==> src/ecsb_pkg.sv <==
// Constants, types and decode map for the external chip-select bus.
// Assumes a single core clock at 20 MHz; bus clock is half of it.
package ecsb_pkg;
    localparam int unsigned ADDR_W = 24;
    localparam int unsigned DATA_W = 16;
    localparam int unsigned WS_W = 4;
    localparam int unsigned NSEL = 5;
    localparam logic [WS_W-1:0] WS_RESET = 4'hf;
    localparam int unsigned A23_BIT = 22;
    localparam int unsigned A20_BIT = 19;
    localparam int unsigned A24_BIT = 23;
    localparam int unsigned SEL0 = 0;
    localparam int unsigned SEL1 = 1;
    localparam int unsigned SEL2 = 2;
    localparam int unsigned SEL4 = 4;
    localparam logic [1:0] PIN_SEL_ONE = 2'h0;
    localparam logic [1:0] PIN_SPI_THREE = 2'h1;
    localparam logic [1:0] PIN_GPIO = 2'h2;
    localparam logic [ADDR_W-1:0] ADDR_ONE = 24'h000001;
    localparam logic [ADDR_W-1:0] ZERO_ADDR = 24'h000000;
    localparam logic [DATA_W-1:0] ZERO_DATA = 16'h0000;
    localparam logic [WS_W-1:0] ZERO_WS = 4'h0;
    localparam logic [WS_W-1:0] ONE_WS = 4'h1;

    typedef enum logic [2:0] {
        ST_IDLE = 3'b000,
        ST_ADDR = 3'b001,
        ST_WAIT = 3'b010,
        ST_DATA = 3'b011,
        ST_HOLD = 3'b100,
        ST_ERR = 3'b101
    } ecsb_state_t;
endpackage : ecsb_pkg

==> src/ecsb_sync_if.sv <==
// Interface carrying the resynchronised cycle-done event.
// Assumes producer and consumer share the core clock.
`default_nettype none
interface ecsb_sync_if;
    logic done_pulse;
    logic done_level;
    modport prod (output done_pulse, output done_level);
    modport cons (input done_pulse, input done_level);
endinterface : ecsb_sync_if
`default_nettype wire

==> src/ecsb_done_sync.sv <==
// Two-flop synchroniser and falling-edge detector for cycle-done.
// Assumes the input is asynchronous to the core clock.
`default_nettype none
module ecsb_done_sync (
    input wire logic i_clk,
    input wire logic i_arst_n,
    input wire logic i_ce,
    input wire logic i_pin_n,
    ecsb_sync_if.prod sync
);
    logic s1_q, s1_d, s2_q, s2_d, s3_q, s3_d;

    always_comb begin
        s1_d = s1_q;
        s2_d = s2_q;
        s3_d = s3_q;
        if (i_ce) begin
            s1_d = i_pin_n;
            s2_d = s1_q;
            s3_d = s2_q;
        end
    end

    always_ff @(posedge i_clk or negedge i_arst_n) begin
        if (!i_arst_n) begin
            s1_q <= 1'b1;
            s2_q <= 1'b1;
            s3_q <= 1'b1;
        end else begin
            s1_q <= s1_d;
            s2_q <= s2_d;
            s3_q <= s3_d;
        end
    end

    // Edge only: a held-low input gives no second event
    assign sync.done_pulse = s3_q & ~s2_q;
    assign sync.done_level = ~s2_q;
endmodule // ecsb_done_sync
`default_nettype wire

==> src/ecsb_bus.sv <==
// External chip-select bus master: address, strobes, data, bus clock.
// Assumes one request at a time from the core, held until o_DONE.
`default_nettype none

module ecsb_bus import ecsb_pkg::*; (
    // Clock, reset, enable
    input wire logic I_CLK,
    input wire logic I_ARST_N,
    input wire logic I_CE,
    // Core request
    input wire logic I_REQ,
    input wire logic I_WRITE,
    input wire logic I_LONG,
    input wire logic [ADDR_W-1:0] I_ADDR,
    input wire logic [2*DATA_W-1:0] I_WDATA,
    input wire logic [NSEL-1:0] I_SEL_HIT,
    input wire logic I_DRAM_HIT,
    input wire logic I_SBC_HIT,
    output logic O_DONE,
    output logic O_BUS_ERR,
    output logic [2*DATA_W-1:0] O_RDATA,
    // Configuration
    input wire logic I_DONE_PIN_EN,
    input wire logic I_INT_TERM,
    input wire logic [WS_W-1:0] I_WAIT_COUNT,
    input wire logic I_CFG_VALID,
    input wire logic [1:0] I_SHARED_PIN_FN,
    // Status
    output logic O_BOOT_EXT,
    // External pins
    output logic O_BCLK,
    output logic [ADDR_W-1:0] O_A,
    output logic O_RW,
    input wire logic [DATA_W-1:0] I_D,
    output logic [DATA_W-1:0] O_D,
    output logic O_D_OE_N,
    output logic O_SELECT_ZERO_N,
    output logic O_SELECT_ONE_N,
    output logic O_SELECT_TWO_N,
    output logic O_SELECT_FOUR_N,
    output logic O_SERIAL_PERIPH_SELECT_THREE_N,
    output logic O_SHARED_GP_PIN_TWENTYEIGHT,
    output logic O_READ_STROBE_N,
    input wire logic I_CYCLE_DONE_IN_N,
    input wire logic I_SDRAM_ACC,
    input wire logic I_SPI_SEL3_N,
    input wire logic I_BOOT_STRAP
);
    // ****************************************
    // Bus clock and pin synchronisers
    // ****************************************
    logic bclk_q, bclk_d;
    logic [1:0] strap_arm_q, strap_arm_d;
    logic [DATA_W-1:0] d_s1_d, d_s2_d;
    logic [DATA_W-1:0] din_s1_q, din_s2_q;
    logic a23_s1_q, a23_s2_q, a23_s1_d, a23_s2_d;
    logic strap_done_q, strap_done_d, boot_ext_q, boot_ext_d;
    logic rise, fall;
    ecsb_sync_if sif ();

    ecsb_done_sync u_sync (
        .i_clk(I_CLK),
        .i_arst_n(I_ARST_N),
        .i_ce(I_CE),
        .i_pin_n(I_CYCLE_DONE_IN_N),
        .sync(sif)
    );

    // Rising bus edge is the core edge where bclk goes high
    assign rise = I_CE & ~bclk_q;
    assign fall = I_CE & bclk_q;

    always_comb begin
        bclk_d = bclk_q;
        d_s1_d = din_s1_q;
        d_s2_d = din_s2_q;
        a23_s1_d = a23_s1_q;
        a23_s2_d = a23_s2_q;
        strap_done_d = strap_done_q;
        boot_ext_d = boot_ext_q;
        strap_arm_d = strap_arm_q;
        if (I_CE) begin
            bclk_d = ~bclk_q;
            d_s1_d = I_D;
            d_s2_d = din_s1_q;
            a23_s1_d = I_BOOT_STRAP;
            a23_s2_d = a23_s1_q;
            strap_arm_d = {strap_arm_q[0], 1'b1};
            // Strap taken after release, once synchronised
            if (strap_arm_q[1] && !strap_done_q) begin
                strap_done_d = 1'b1;
                boot_ext_d = a23_s2_q;
            end
        end
    end

    always_ff @(posedge I_CLK or negedge I_ARST_N) begin
        if (!I_ARST_N) begin
            bclk_q <= 1'b0;
            din_s1_q <= ZERO_DATA;
            din_s2_q <= ZERO_DATA;
            a23_s1_q <= 1'b1;
            a23_s2_q <= 1'b1;
            strap_done_q <= 1'b0;
            strap_arm_q <= 2'h0;
            boot_ext_q <= 1'b1;
        end else begin
            bclk_q <= bclk_d;
            din_s1_q <= d_s1_d;
            din_s2_q <= d_s2_d;
            a23_s1_q <= a23_s1_d;
            a23_s2_q <= a23_s2_d;
            strap_done_q <= strap_done_d;
            strap_arm_q <= strap_arm_d;
            boot_ext_q <= boot_ext_d;
        end
    end

    // ****************************************
    // Cycle state machine
    // ****************************************
    ecsb_state_t st_q, st_d;
    logic [ADDR_W-1:0] a_q, a_d;
    logic rw_q, rw_d;
    logic [DATA_W-1:0] do_q, do_d;
    logic doe_n_q, doe_n_d;
    logic [NSEL-1:0] sel_q, sel_d;
    logic rd_q, rd_d;
    logic [WS_W-1:0] wc_q, wc_d;
    logic second_q, second_d;
    logic [2*DATA_W-1:0] rdat_q, rdat_d;
    logic done_q, done_d, err_q, err_d;
    logic [WS_W-1:0] ws_q, ws_d;
    logic intterm_q, intterm_d, ext_en_q, ext_en_d;
    logic armed_q, armed_d;
    logic hit_any, term_ok;

    assign hit_any = (|I_SEL_HIT) | I_DRAM_HIT | I_SBC_HIT;
    // External termination only from a fresh edge, never for SDRAM
    assign term_ok = intterm_q ? (wc_q == ZERO_WS)
        : (ext_en_q & armed_q & sif.done_pulse
           & ~I_SDRAM_ACC);

    always_comb begin
        st_d = st_q;
        a_d = a_q;
        rw_d = rw_q;
        do_d = do_q;
        doe_n_d = doe_n_q;
        sel_d = sel_q;
        rd_d = rd_q;
        wc_d = wc_q;
        second_d = second_q;
        rdat_d = rdat_q;
        done_d = 1'b0;
        err_d = 1'b0;
        ws_d = ws_q;
        intterm_d = intterm_q;
        ext_en_d = ext_en_q;
        armed_d = armed_q;
        if (I_CFG_VALID && I_CE) begin
            ws_d = I_WAIT_COUNT;
            intterm_d = I_INT_TERM;
            ext_en_d = I_DONE_PIN_EN;
        end
        if (fall) begin
            case (st_q)
                ST_ADDR: begin
                    sel_d = I_SEL_HIT;
                    rd_d = ~rw_q ? 1'b0 : (|(I_SEL_HIT & 5'h17));
                end
                ST_HOLD: begin
                    sel_d = '0;
                    rd_d = 1'b0;
                end
                default: begin
                end
            endcase
        end
        if (rise) begin
            case (st_q)
                ST_IDLE: begin
                    if (I_REQ && !done_q && !err_q) begin
                        if (!hit_any) begin
                            st_d = ST_ERR;
                        end else begin
                            a_d = I_ADDR;
                            if (I_SDRAM_ACC) begin
                                a_d[A20_BIT] = I_ADDR[A24_BIT];
                            end
                            rw_d = ~I_WRITE;
                            do_d = I_WDATA[2*DATA_W-1:DATA_W];
                            doe_n_d = ~I_WRITE;
                            second_d = 1'b0;
                            wc_d = ws_q;
                            st_d = ST_ADDR;
                        end
                    end
                end
                ST_ADDR: begin
                    armed_d = ~sif.done_level;
                    st_d = ST_WAIT;
                end
                ST_WAIT: begin
                    if (!sif.done_level) begin
                        armed_d = 1'b1;
                    end
                    if (term_ok) begin
                        st_d = ST_DATA;
                    end else if (wc_q != ZERO_WS) begin
                        wc_d = wc_q - ONE_WS;
                    end
                end
                ST_DATA: begin
                    if (rw_q) begin
                        if (second_q) begin
                            rdat_d[DATA_W-1:0] = din_s2_q;
                        end else begin
                            rdat_d[2*DATA_W-1:DATA_W] = din_s2_q;
                        end
                    end
                    st_d = ST_HOLD;
                end
                ST_HOLD: begin
                    if (I_LONG && !second_q) begin
                        second_d = 1'b1;
                        a_d = a_q + ADDR_ONE + ADDR_ONE;
                        do_d = I_WDATA[DATA_W-1:0];
                        wc_d = ws_q;
                        st_d = ST_ADDR;
                    end else begin
                        doe_n_d = 1'b1;
                        done_d = 1'b1;
                        st_d = ST_IDLE;
                    end
                end
                ST_ERR: begin
                    err_d = 1'b1;
                    done_d = 1'b1;
                    st_d = ST_IDLE;
                end
                default: begin
                    st_d = ST_IDLE;
                end
            endcase
        end
    end

    always_ff @(posedge I_CLK or negedge I_ARST_N) begin
        if (!I_ARST_N) begin
            st_q <= ST_IDLE;
            a_q <= ZERO_ADDR;
            rw_q <= 1'b1;
            do_q <= ZERO_DATA;
            doe_n_q <= 1'b1;
            sel_q <= '0;
            rd_q <= 1'b0;
            wc_q <= WS_RESET;
            second_q <= 1'b0;
            rdat_q <= '0;
            done_q <= 1'b0;
            err_q <= 1'b0;
            ws_q <= WS_RESET;
            intterm_q <= 1'b1;
            ext_en_q <= 1'b0;
            armed_q <= 1'b0;
        end else begin
            st_q <= st_d;
            a_q <= a_d;
            rw_q <= rw_d;
            do_q <= do_d;
            doe_n_q <= doe_n_d;
            sel_q <= sel_d;
            rd_q <= rd_d;
            wc_q <= wc_d;
            second_q <= second_d;
            rdat_q <= rdat_d;
            done_q <= I_CE ? done_d : done_q;
            err_q <= I_CE ? err_d : err_q;
            ws_q <= ws_d;
            intterm_q <= intterm_d;
            ext_en_q <= ext_en_d;
            armed_q <= armed_d;
        end
    end

    // ****************************************
    // Pin mapping
    // ****************************************
    always_comb begin
        O_BCLK = bclk_q;
        O_A = a_q;
        O_RW = rw_q;
        O_D = do_q;
        O_D_OE_N = doe_n_q;
        O_READ_STROBE_N = ~rd_q;
        O_SELECT_TWO_N = ~sel_q[SEL2];
        // Strap decides whether select zero or select four can go active
        O_SELECT_ZERO_N = ~(sel_q[SEL0] & boot_ext_q);
        O_SELECT_FOUR_N = ~(sel_q[SEL4] & ~boot_ext_q);
        O_SELECT_ONE_N = 1'b1;
        O_SERIAL_PERIPH_SELECT_THREE_N = 1'b1;
        O_SHARED_GP_PIN_TWENTYEIGHT = 1'b0;
        if (I_SHARED_PIN_FN == PIN_SPI_THREE) begin
            O_SERIAL_PERIPH_SELECT_THREE_N = I_SPI_SEL3_N;
        end else if (I_SHARED_PIN_FN == PIN_GPIO) begin
            O_SHARED_GP_PIN_TWENTYEIGHT = 1'b1;
        end else begin
            O_SELECT_ONE_N = ~sel_q[SEL1];
        end
        O_DONE = done_q;
        O_BUS_ERR = err_q;
        O_RDATA = rdat_q;
        O_BOOT_EXT = boot_ext_q;
    end
endmodule // ecsb_bus
`default_nettype wire

==> config.mk <==
export PLATFORM = sky130hd
export DESIGN_NAME = ecsb_bus
export DESIGN_NICKNAME = d
export VERILOG_FILES = /design/src/ecsb_pkg.sv /design/src/ecsb_sync_if.sv /design/src/ecsb_done_sync.sv /design/src/ecsb_bus.sv
export SDC_FILE = /design/constraint.sdc
export NUM_CORES = 1
export LEC_CHECK = 0
export BUFFER_PORTS_ARGS = -buffer_cell sky130_fd_sc_hd__buf_2
export CORE_MARGIN = 4
export CORE_UTILIZATION = 30
export DETAILED_ROUTE_END_ITERATION = 10
export GPL_ROUTABILITY_DRIVEN = 0
export SYNTH_ARGS = -nofsm -noshare
export SYNTH_HDL_FRONTEND = slang
export SYNTH_HIERARCHICAL = 1
export SYNTH_SLANG_ARGS = --single-unit
==> constraint.sdc <==
create_clock -name I_CLK -period 2 [get_ports I_CLK]
set_clock_uncertainty 0.15 [all_clocks]
set_input_delay 0.2 -clock I_CLK [delete_from_list [all_inputs] [get_ports I_CLK]]
set_output_delay 0.2 -clock I_CLK [all_outputs]
set_load 0.1 [all_outputs]
; Word-level counts from Yosys, hierarchy flattened
; Index checks and enable logic that the tools add are counted.
[op_classes]
add_sub_neg = 3
eq_ne = 15
n_mux = 44
bitwise_logic = 21
reduce_logical = 28
[op_table]
columns = cell, count
row1 = two-way mux 24 bit, 3
row2 = "adder 24 x 1 -> 24 bit, second input constant", 2
row3 = two-way mux 16 bit, 3
row4 = one-hot mux 24 bit (2 select lines), 1
row5 = one-hot mux 16 bit (2 select lines), 1
row6 = two-way mux 1 bit, 20
row7 = two-way mux 4 bit, 5
row8 = one-hot mux 3 bit (5 select lines), 1
row9 = "!= test 2 bit, second input constant", 7
row10 = one-hot mux 4 bit (3 select lines), 1
row11 = AND reduction 4 bit, 3
row12 = NOT 1 bit, 11
row13 = one-hot mux 1 bit (2 select lines), 5
row14 = one-hot mux 5 bit (2 select lines), 1
row15 = AND reduction 5 bit, 2
row16 = two-way mux 3 bit, 3
row17 = bitwise AND 1 bit, 8
row18 = AND reduction 7 bit, 1
row19 = "== test 3 x 2 -> 1 bit, second input constant", 2
row20 = "== test 3 bit, second input constant", 2
row21 = AND reduction 3 bit, 2
row22 = nonzero test 2 bit, 3
row23 = logical AND 1 bit, 5
row24 = OR reduction 5 bit, 1
row25 = 13 further kinds, 18
[totals]
ff_bits = 139
input_bits = 98
word_cells = 139

; Depth between registers and ports, before layout
[depth]
word_depth = 7
depth_mapped = 8
depth_no_buf = 7

; Cells and area by module
; Netlist, hierarchy kept.
[modules_own_cells]
columns = module, n_inst, cells_per_inst, area_per_inst_um2, seq_area_each_um2
row1 = ecsb_bus, 1, 554, 6169.7, 3395.8
row2 = ecsb_done_sync, 1, 8, 122.6, 78.8

; Worst setup path after synthesis
; OpenSTA, ideal clock, no wires.
[synth_timing]
path_kind = reg2reg
startpoint = register a_q[7] (netlist: O_A[7])
endpoint = register a_q[21] (netlist: O_A[21])
arrival_time_ns = 2.376
setup_slack_ns = -0.651
stages_incl_launch_ff = 7
n_path_buf = 1
period_less_slack_ns = 2.651
path_cell_list = dfrtp_1 > clkbuf_2 > nand4_1 > or4_4 > nor2_2 > a31oi_1 > o22a_1
[synth_via]
elab_chain_len = 4
[synth_rtl]
columns = element, line_no
row1 = start: declaration, ecsb_bus.sv:123  ; logic [ADDR_W-1:0] a_q, a_d;
row2 = start signal: assignment, ecsb_bus.sv:252  ; a_q <= ZERO_ADDR;
row3 = start signal: assignment, ecsb_bus.sv:269  ; a_q <= a_d;
row4 = adder 24 x 1 -> 24 bit (2 in a row), ecsb_bus.sv:227  ; a_d = a_q + ADDR_ONE + ADDR_ONE;
row5 = two-way mux 24 bit, ecsb_bus.sv:225  ; if (I_LONG && !second_q) begin
row6 = one-hot mux 24 bit (2 select lines), ecsb_bus.sv:181  ; case (st_q)
; Every way passes these cells. The select of a mux whose other input is x is not followed.
; A chain may end at the register's enable or synchronous reset.

; Final worst setup path
[layout_timing]
startpoint = register wc_q[1]
endpoint = register wc_q[3]
[layout_via]
elab_chain_len = 4
word_cells_on_any_way = 10
[layout_rtl]
columns = element, line_no
row1 = start: declaration, ecsb_bus.sv:129  ; logic [WS_W-1:0] wc_q, wc_d;
row2 = start signal: assignment, ecsb_bus.sv:275  ; wc_q <= wc_d;
row3 = subtractor 4 x 1 -> 4 bit / zero test 4 bit (equally long branches), "ecsb_bus.sv:211, ecsb_bus.sv:140"
row4 = two-way mux 4 bit / two-way mux 1 bit (equally long branches), "ecsb_bus.sv:210, ecsb_bus.sv:140"
row5 = two-way mux 4 bit / != test 2 bit (equally long branches), n/a
row6 = one-hot mux 4 bit (3 select lines) / AND reduction 7 bit (equally long branches), n/a
; Parallel ways exist; a longest one is shown, timed or not. The select of a mux whose other input is x is not followed.

==> results.txt <==
Pins Over Slew Limit - 0
Register area share after synthesis - 55.2%
Post-DRT Antenna Nets - 0
Post-synth EDFFs - 0
CTS tree - yes
Total power - 0.0165 W
Inserted Clock Buffers - 17
Global route overflow - 0
Total GRT Usage - 15.5%
Nets@finish - 963
Final Hold Viols - 0
Hold Crit Class - in -> reg
Post-synthesis cell type with the largest combined area - dfrtp_1
Crit path launch - wc_q[1]$_DFFE_PN1P_
Final worst path period share - 99.0%
Initial antenna violation count - 1
Drt via density - 4.77
Diode count - 0
Status - finished, final reports clean
Drt drc - 0
Core Region - 20400 µm²
Area delta synth->final - 51.5%
CP Capture Type - flip-flop
Tmin final - 1.98 ns
Die width - 153 µm
Syn Area/Cell - 11.2 µm²
Share of post-route cells with drive strength above 1 - 48.1%
Clock buffer depth - 2
CP startpoint kind - flip-flop
Actual slew at the worst max-slew pin - 0.515 ns
Initial core utilization - 30.8%
Worst EP arrival - 2.16 ns
Area share of the largest cell type after synthesis - 48.1%
Power Density - 1740 nW/µm²
Vias in the first global route - 5703
Synth area leaders - dfrtp_1, mux2_2, dfstp_2
Sum Neg Setup Slack - 0 ns
Number of DRC markers in iteration 0 - 269
Clock sinks - 138
Crit-path max FO - 7
Via count - 5471
Synthesized instance count - 562
GRT met2 Usage - 25.1%
Slew margin rel. - 65.9%
Clk root buf - clkbuf_16
Maximum clock frequency - 505 MHz
Drt pass-1 iters - 6
Syn_nets - 662
R2R Path Start - wc_q[1]$_DFFE_PN1P_
Register bit total from synthesis - 138
# IOs - 183
Port-buffer cells - 182
Crit path max-delay family - compound AO/OA/AOI/OAI gates
Worst stage delay on the critical path - 0.54 ns
Die H - 153 µm
Drt wl/cell - 15.8 µm
Worst skew pair latency - 0.41 ns
Most used routing layer - met2
RSZ-0062 raised after global routing - true
CP max-delay cell - dfstp_2
Mapped Area - 6290 µm²
Post-synthesis async set-or-reset flop share - 100%
Final wirelength - 18100 µm
H-tree levels - 4
Buf+Inv Stages, Crit Path - 2
Worst EP required - 2.18 ns
WS Path Type - reg -> reg
Netlist cell types - 59
M3 GR Usage - 5.77%
VDD IR max - 1.30 mV
Min-delay src - I_LONG
Cell Rows - 52
Die Area - 23400 µm²
Largest net degree at the start of global routing - 47
Max_cap viols - 0
YS warnings - 6
Cell Chain, Critical Path - inv_2 -> ha_4 -> nor3b_4 -> o2bb2ai_2 -> a2111oi_4 -> buf_6 -> a21oi_2 -> a21oi_1
P_leak - 4.37 nW
Final setup vio count - 0
Met1 Use GR - 19.7%
Ys flop type - dfrtp_1
Clock slew seen by the registers of the worst setup and hold paths - 0.06 ns
First-pass GRT wire length - 29700 µm
HPWL Detailed - 12500 µm
## per-layer routing
| layer | wire [µm] | up-vias |
|---|---|---|
| li1 | - | 2621 |
| met2 | 8640 | 196 |
| met3 | 1500 | 12 |
| met1 | 7850 | 2640 |
| met4 | 139 | 2 |
| met5 | 13 | - |
## worst register-to-register path, stage by stage (launching register included)
cell and delay (ns):
dfstp_2 0.54, inv_2 0.05, ha_4 0.15, nor3b_4 0.15, o2bb2ai_2 0.13, a2111oi_4 0.38, buf_6 0.18, a21oi_2 0.06
a21oi_1 0.12
## power breakdown
group | switching, W | total, W | internal (W)
clock | 0.00124 | 0.00322 | 0.00198
combinational | 0.00676 | 0.00868 | 0.00192
sequential | 0.000763 | 0.00465 | 0.00388
## cells in the mapped netlist, drive strengths merged, types with 3 or more instances
library cell / n
inv: 17
dfstp: 17
nor2: 39
nand2b: 5
or3: 3
nand3: 17
nor2b: 7
buf: 12
a2bb2oi: 7
nor3: 7
a31o: 4
nor4: 5
nand4: 7
dfrtp: 121
or2: 3
nand2: 58
o22ai: 11
and3: 3
o22a: 3
o21ai: 26
mux2: 79
a21oi: 39
clkbuf: 19
a31oi: 19
a22oi: 3
nor3b: 5
## layout make-up
type,instances,area [µm²]
clock buffer,19,433
inverter,17,63.8
multi-input combinational,376,2750
fill,1887,10900
clock inverter,13,171
sequential,138,3550
timing repair buffer,313,2240
tap,270,338
## registers in the layout, summed over array words and instances, names as in the netlist, 2 cells and up
signal	flops
O_D	16
strap_arm_q	2
sel_q	4
wc_q	4
din_s1_q	16
ws_q	4
O_RDATA	32
O_A	24
din_s2_q	16
st_q	3
## logic make-up after synthesis
| group | synth area share, % |
|---|---|
| simple gates | 13.1 |
| flops | 55.2 |
| compound gates | 12.8 |
| mux | 14.5 |
| buf+inv | 3.60 |
| xor+xnor | 0.418 |
| fa+ha+maj | 0.398 |
## stage by stage
stage / instance area (µm²) / utilization [%] / setup slack [ns] / cells / hold WS [ns]
after floorplan: 6460 / - / -0.156 / 562 / -0.246
after global placement: 7970 / 39.0 / -0.0370 / 1025 / -0.0866
after detailed placement: 7970 / 39.0 / -0.0873 / 1025 / -0.0878
after CTS: 9390 / 45.9 / 0.0178 / 1138 / 0.00990
after global routing: 9530 / 46.7 / -0.0282 / 1146 / 0.0537
final: 9530 / 46.7 / 0.0195 / 1146 / 0.0295
## path summary, 6_finish.rpt
kind	end	slack, ns	cells past startpoint
max	wc_q[3]$_DFFE_PN1P_	0.02	8
min	O_DONE$_DFFE_PN0P_	0.03	4
max reg2reg	wc_q[3]$_DFFE_PN1P_	0.02	8
min reg2reg	strap_arm_q[0]$_DFFE_PN0P_	0.32	1
max in group asynchronous	O_D_OE_N$_DFFE_PN1P_	0.98	3
min in group asynchronous	O_A[11]$_DFFE_PN0P_	0.06	2
## layout by cell type, fill, tap and decap left out, types with 4 or more instances in the layout
cell type,netlist,final
buf_2,6,181
dfrtp_1,121,97
dlygate4sd3_1,0,81
mux2_2,78,69
nand2_1,58,57
buf_4,2,39
nor2_1,36,36
a21oi_1,37,34
o21ai_0,25,24
a31oi_1,19,19
clkbuf_16,0,18
dfstp_2,17,16
nand3_1,16,16
dfrtp_4,0,15
inv_1,17,15
mux2_4,0,10
dfrtp_2,0,9
buf_12,0,9
o22ai_1,10,8
nor2b_1,7,7
nand4_1,7,7
a2bb2oi_1,7,7
nor3_1,6,6
clkinv_4,0,5
a31o_2,4,4
a21oi_2,2,4
## what timing repair did
action / in CTS / in global routing
pin swaps: 2 / 11
endpoints found under the setup margin: 6 / 42
gates cloned: 0 / 1
hold buffers: 81 / 0
endpoints found under the hold margin: 201 / 0
gates resized for setup: 0 / 18
setup buffers: 0 / 7
(Power assumes the default switching activity.)
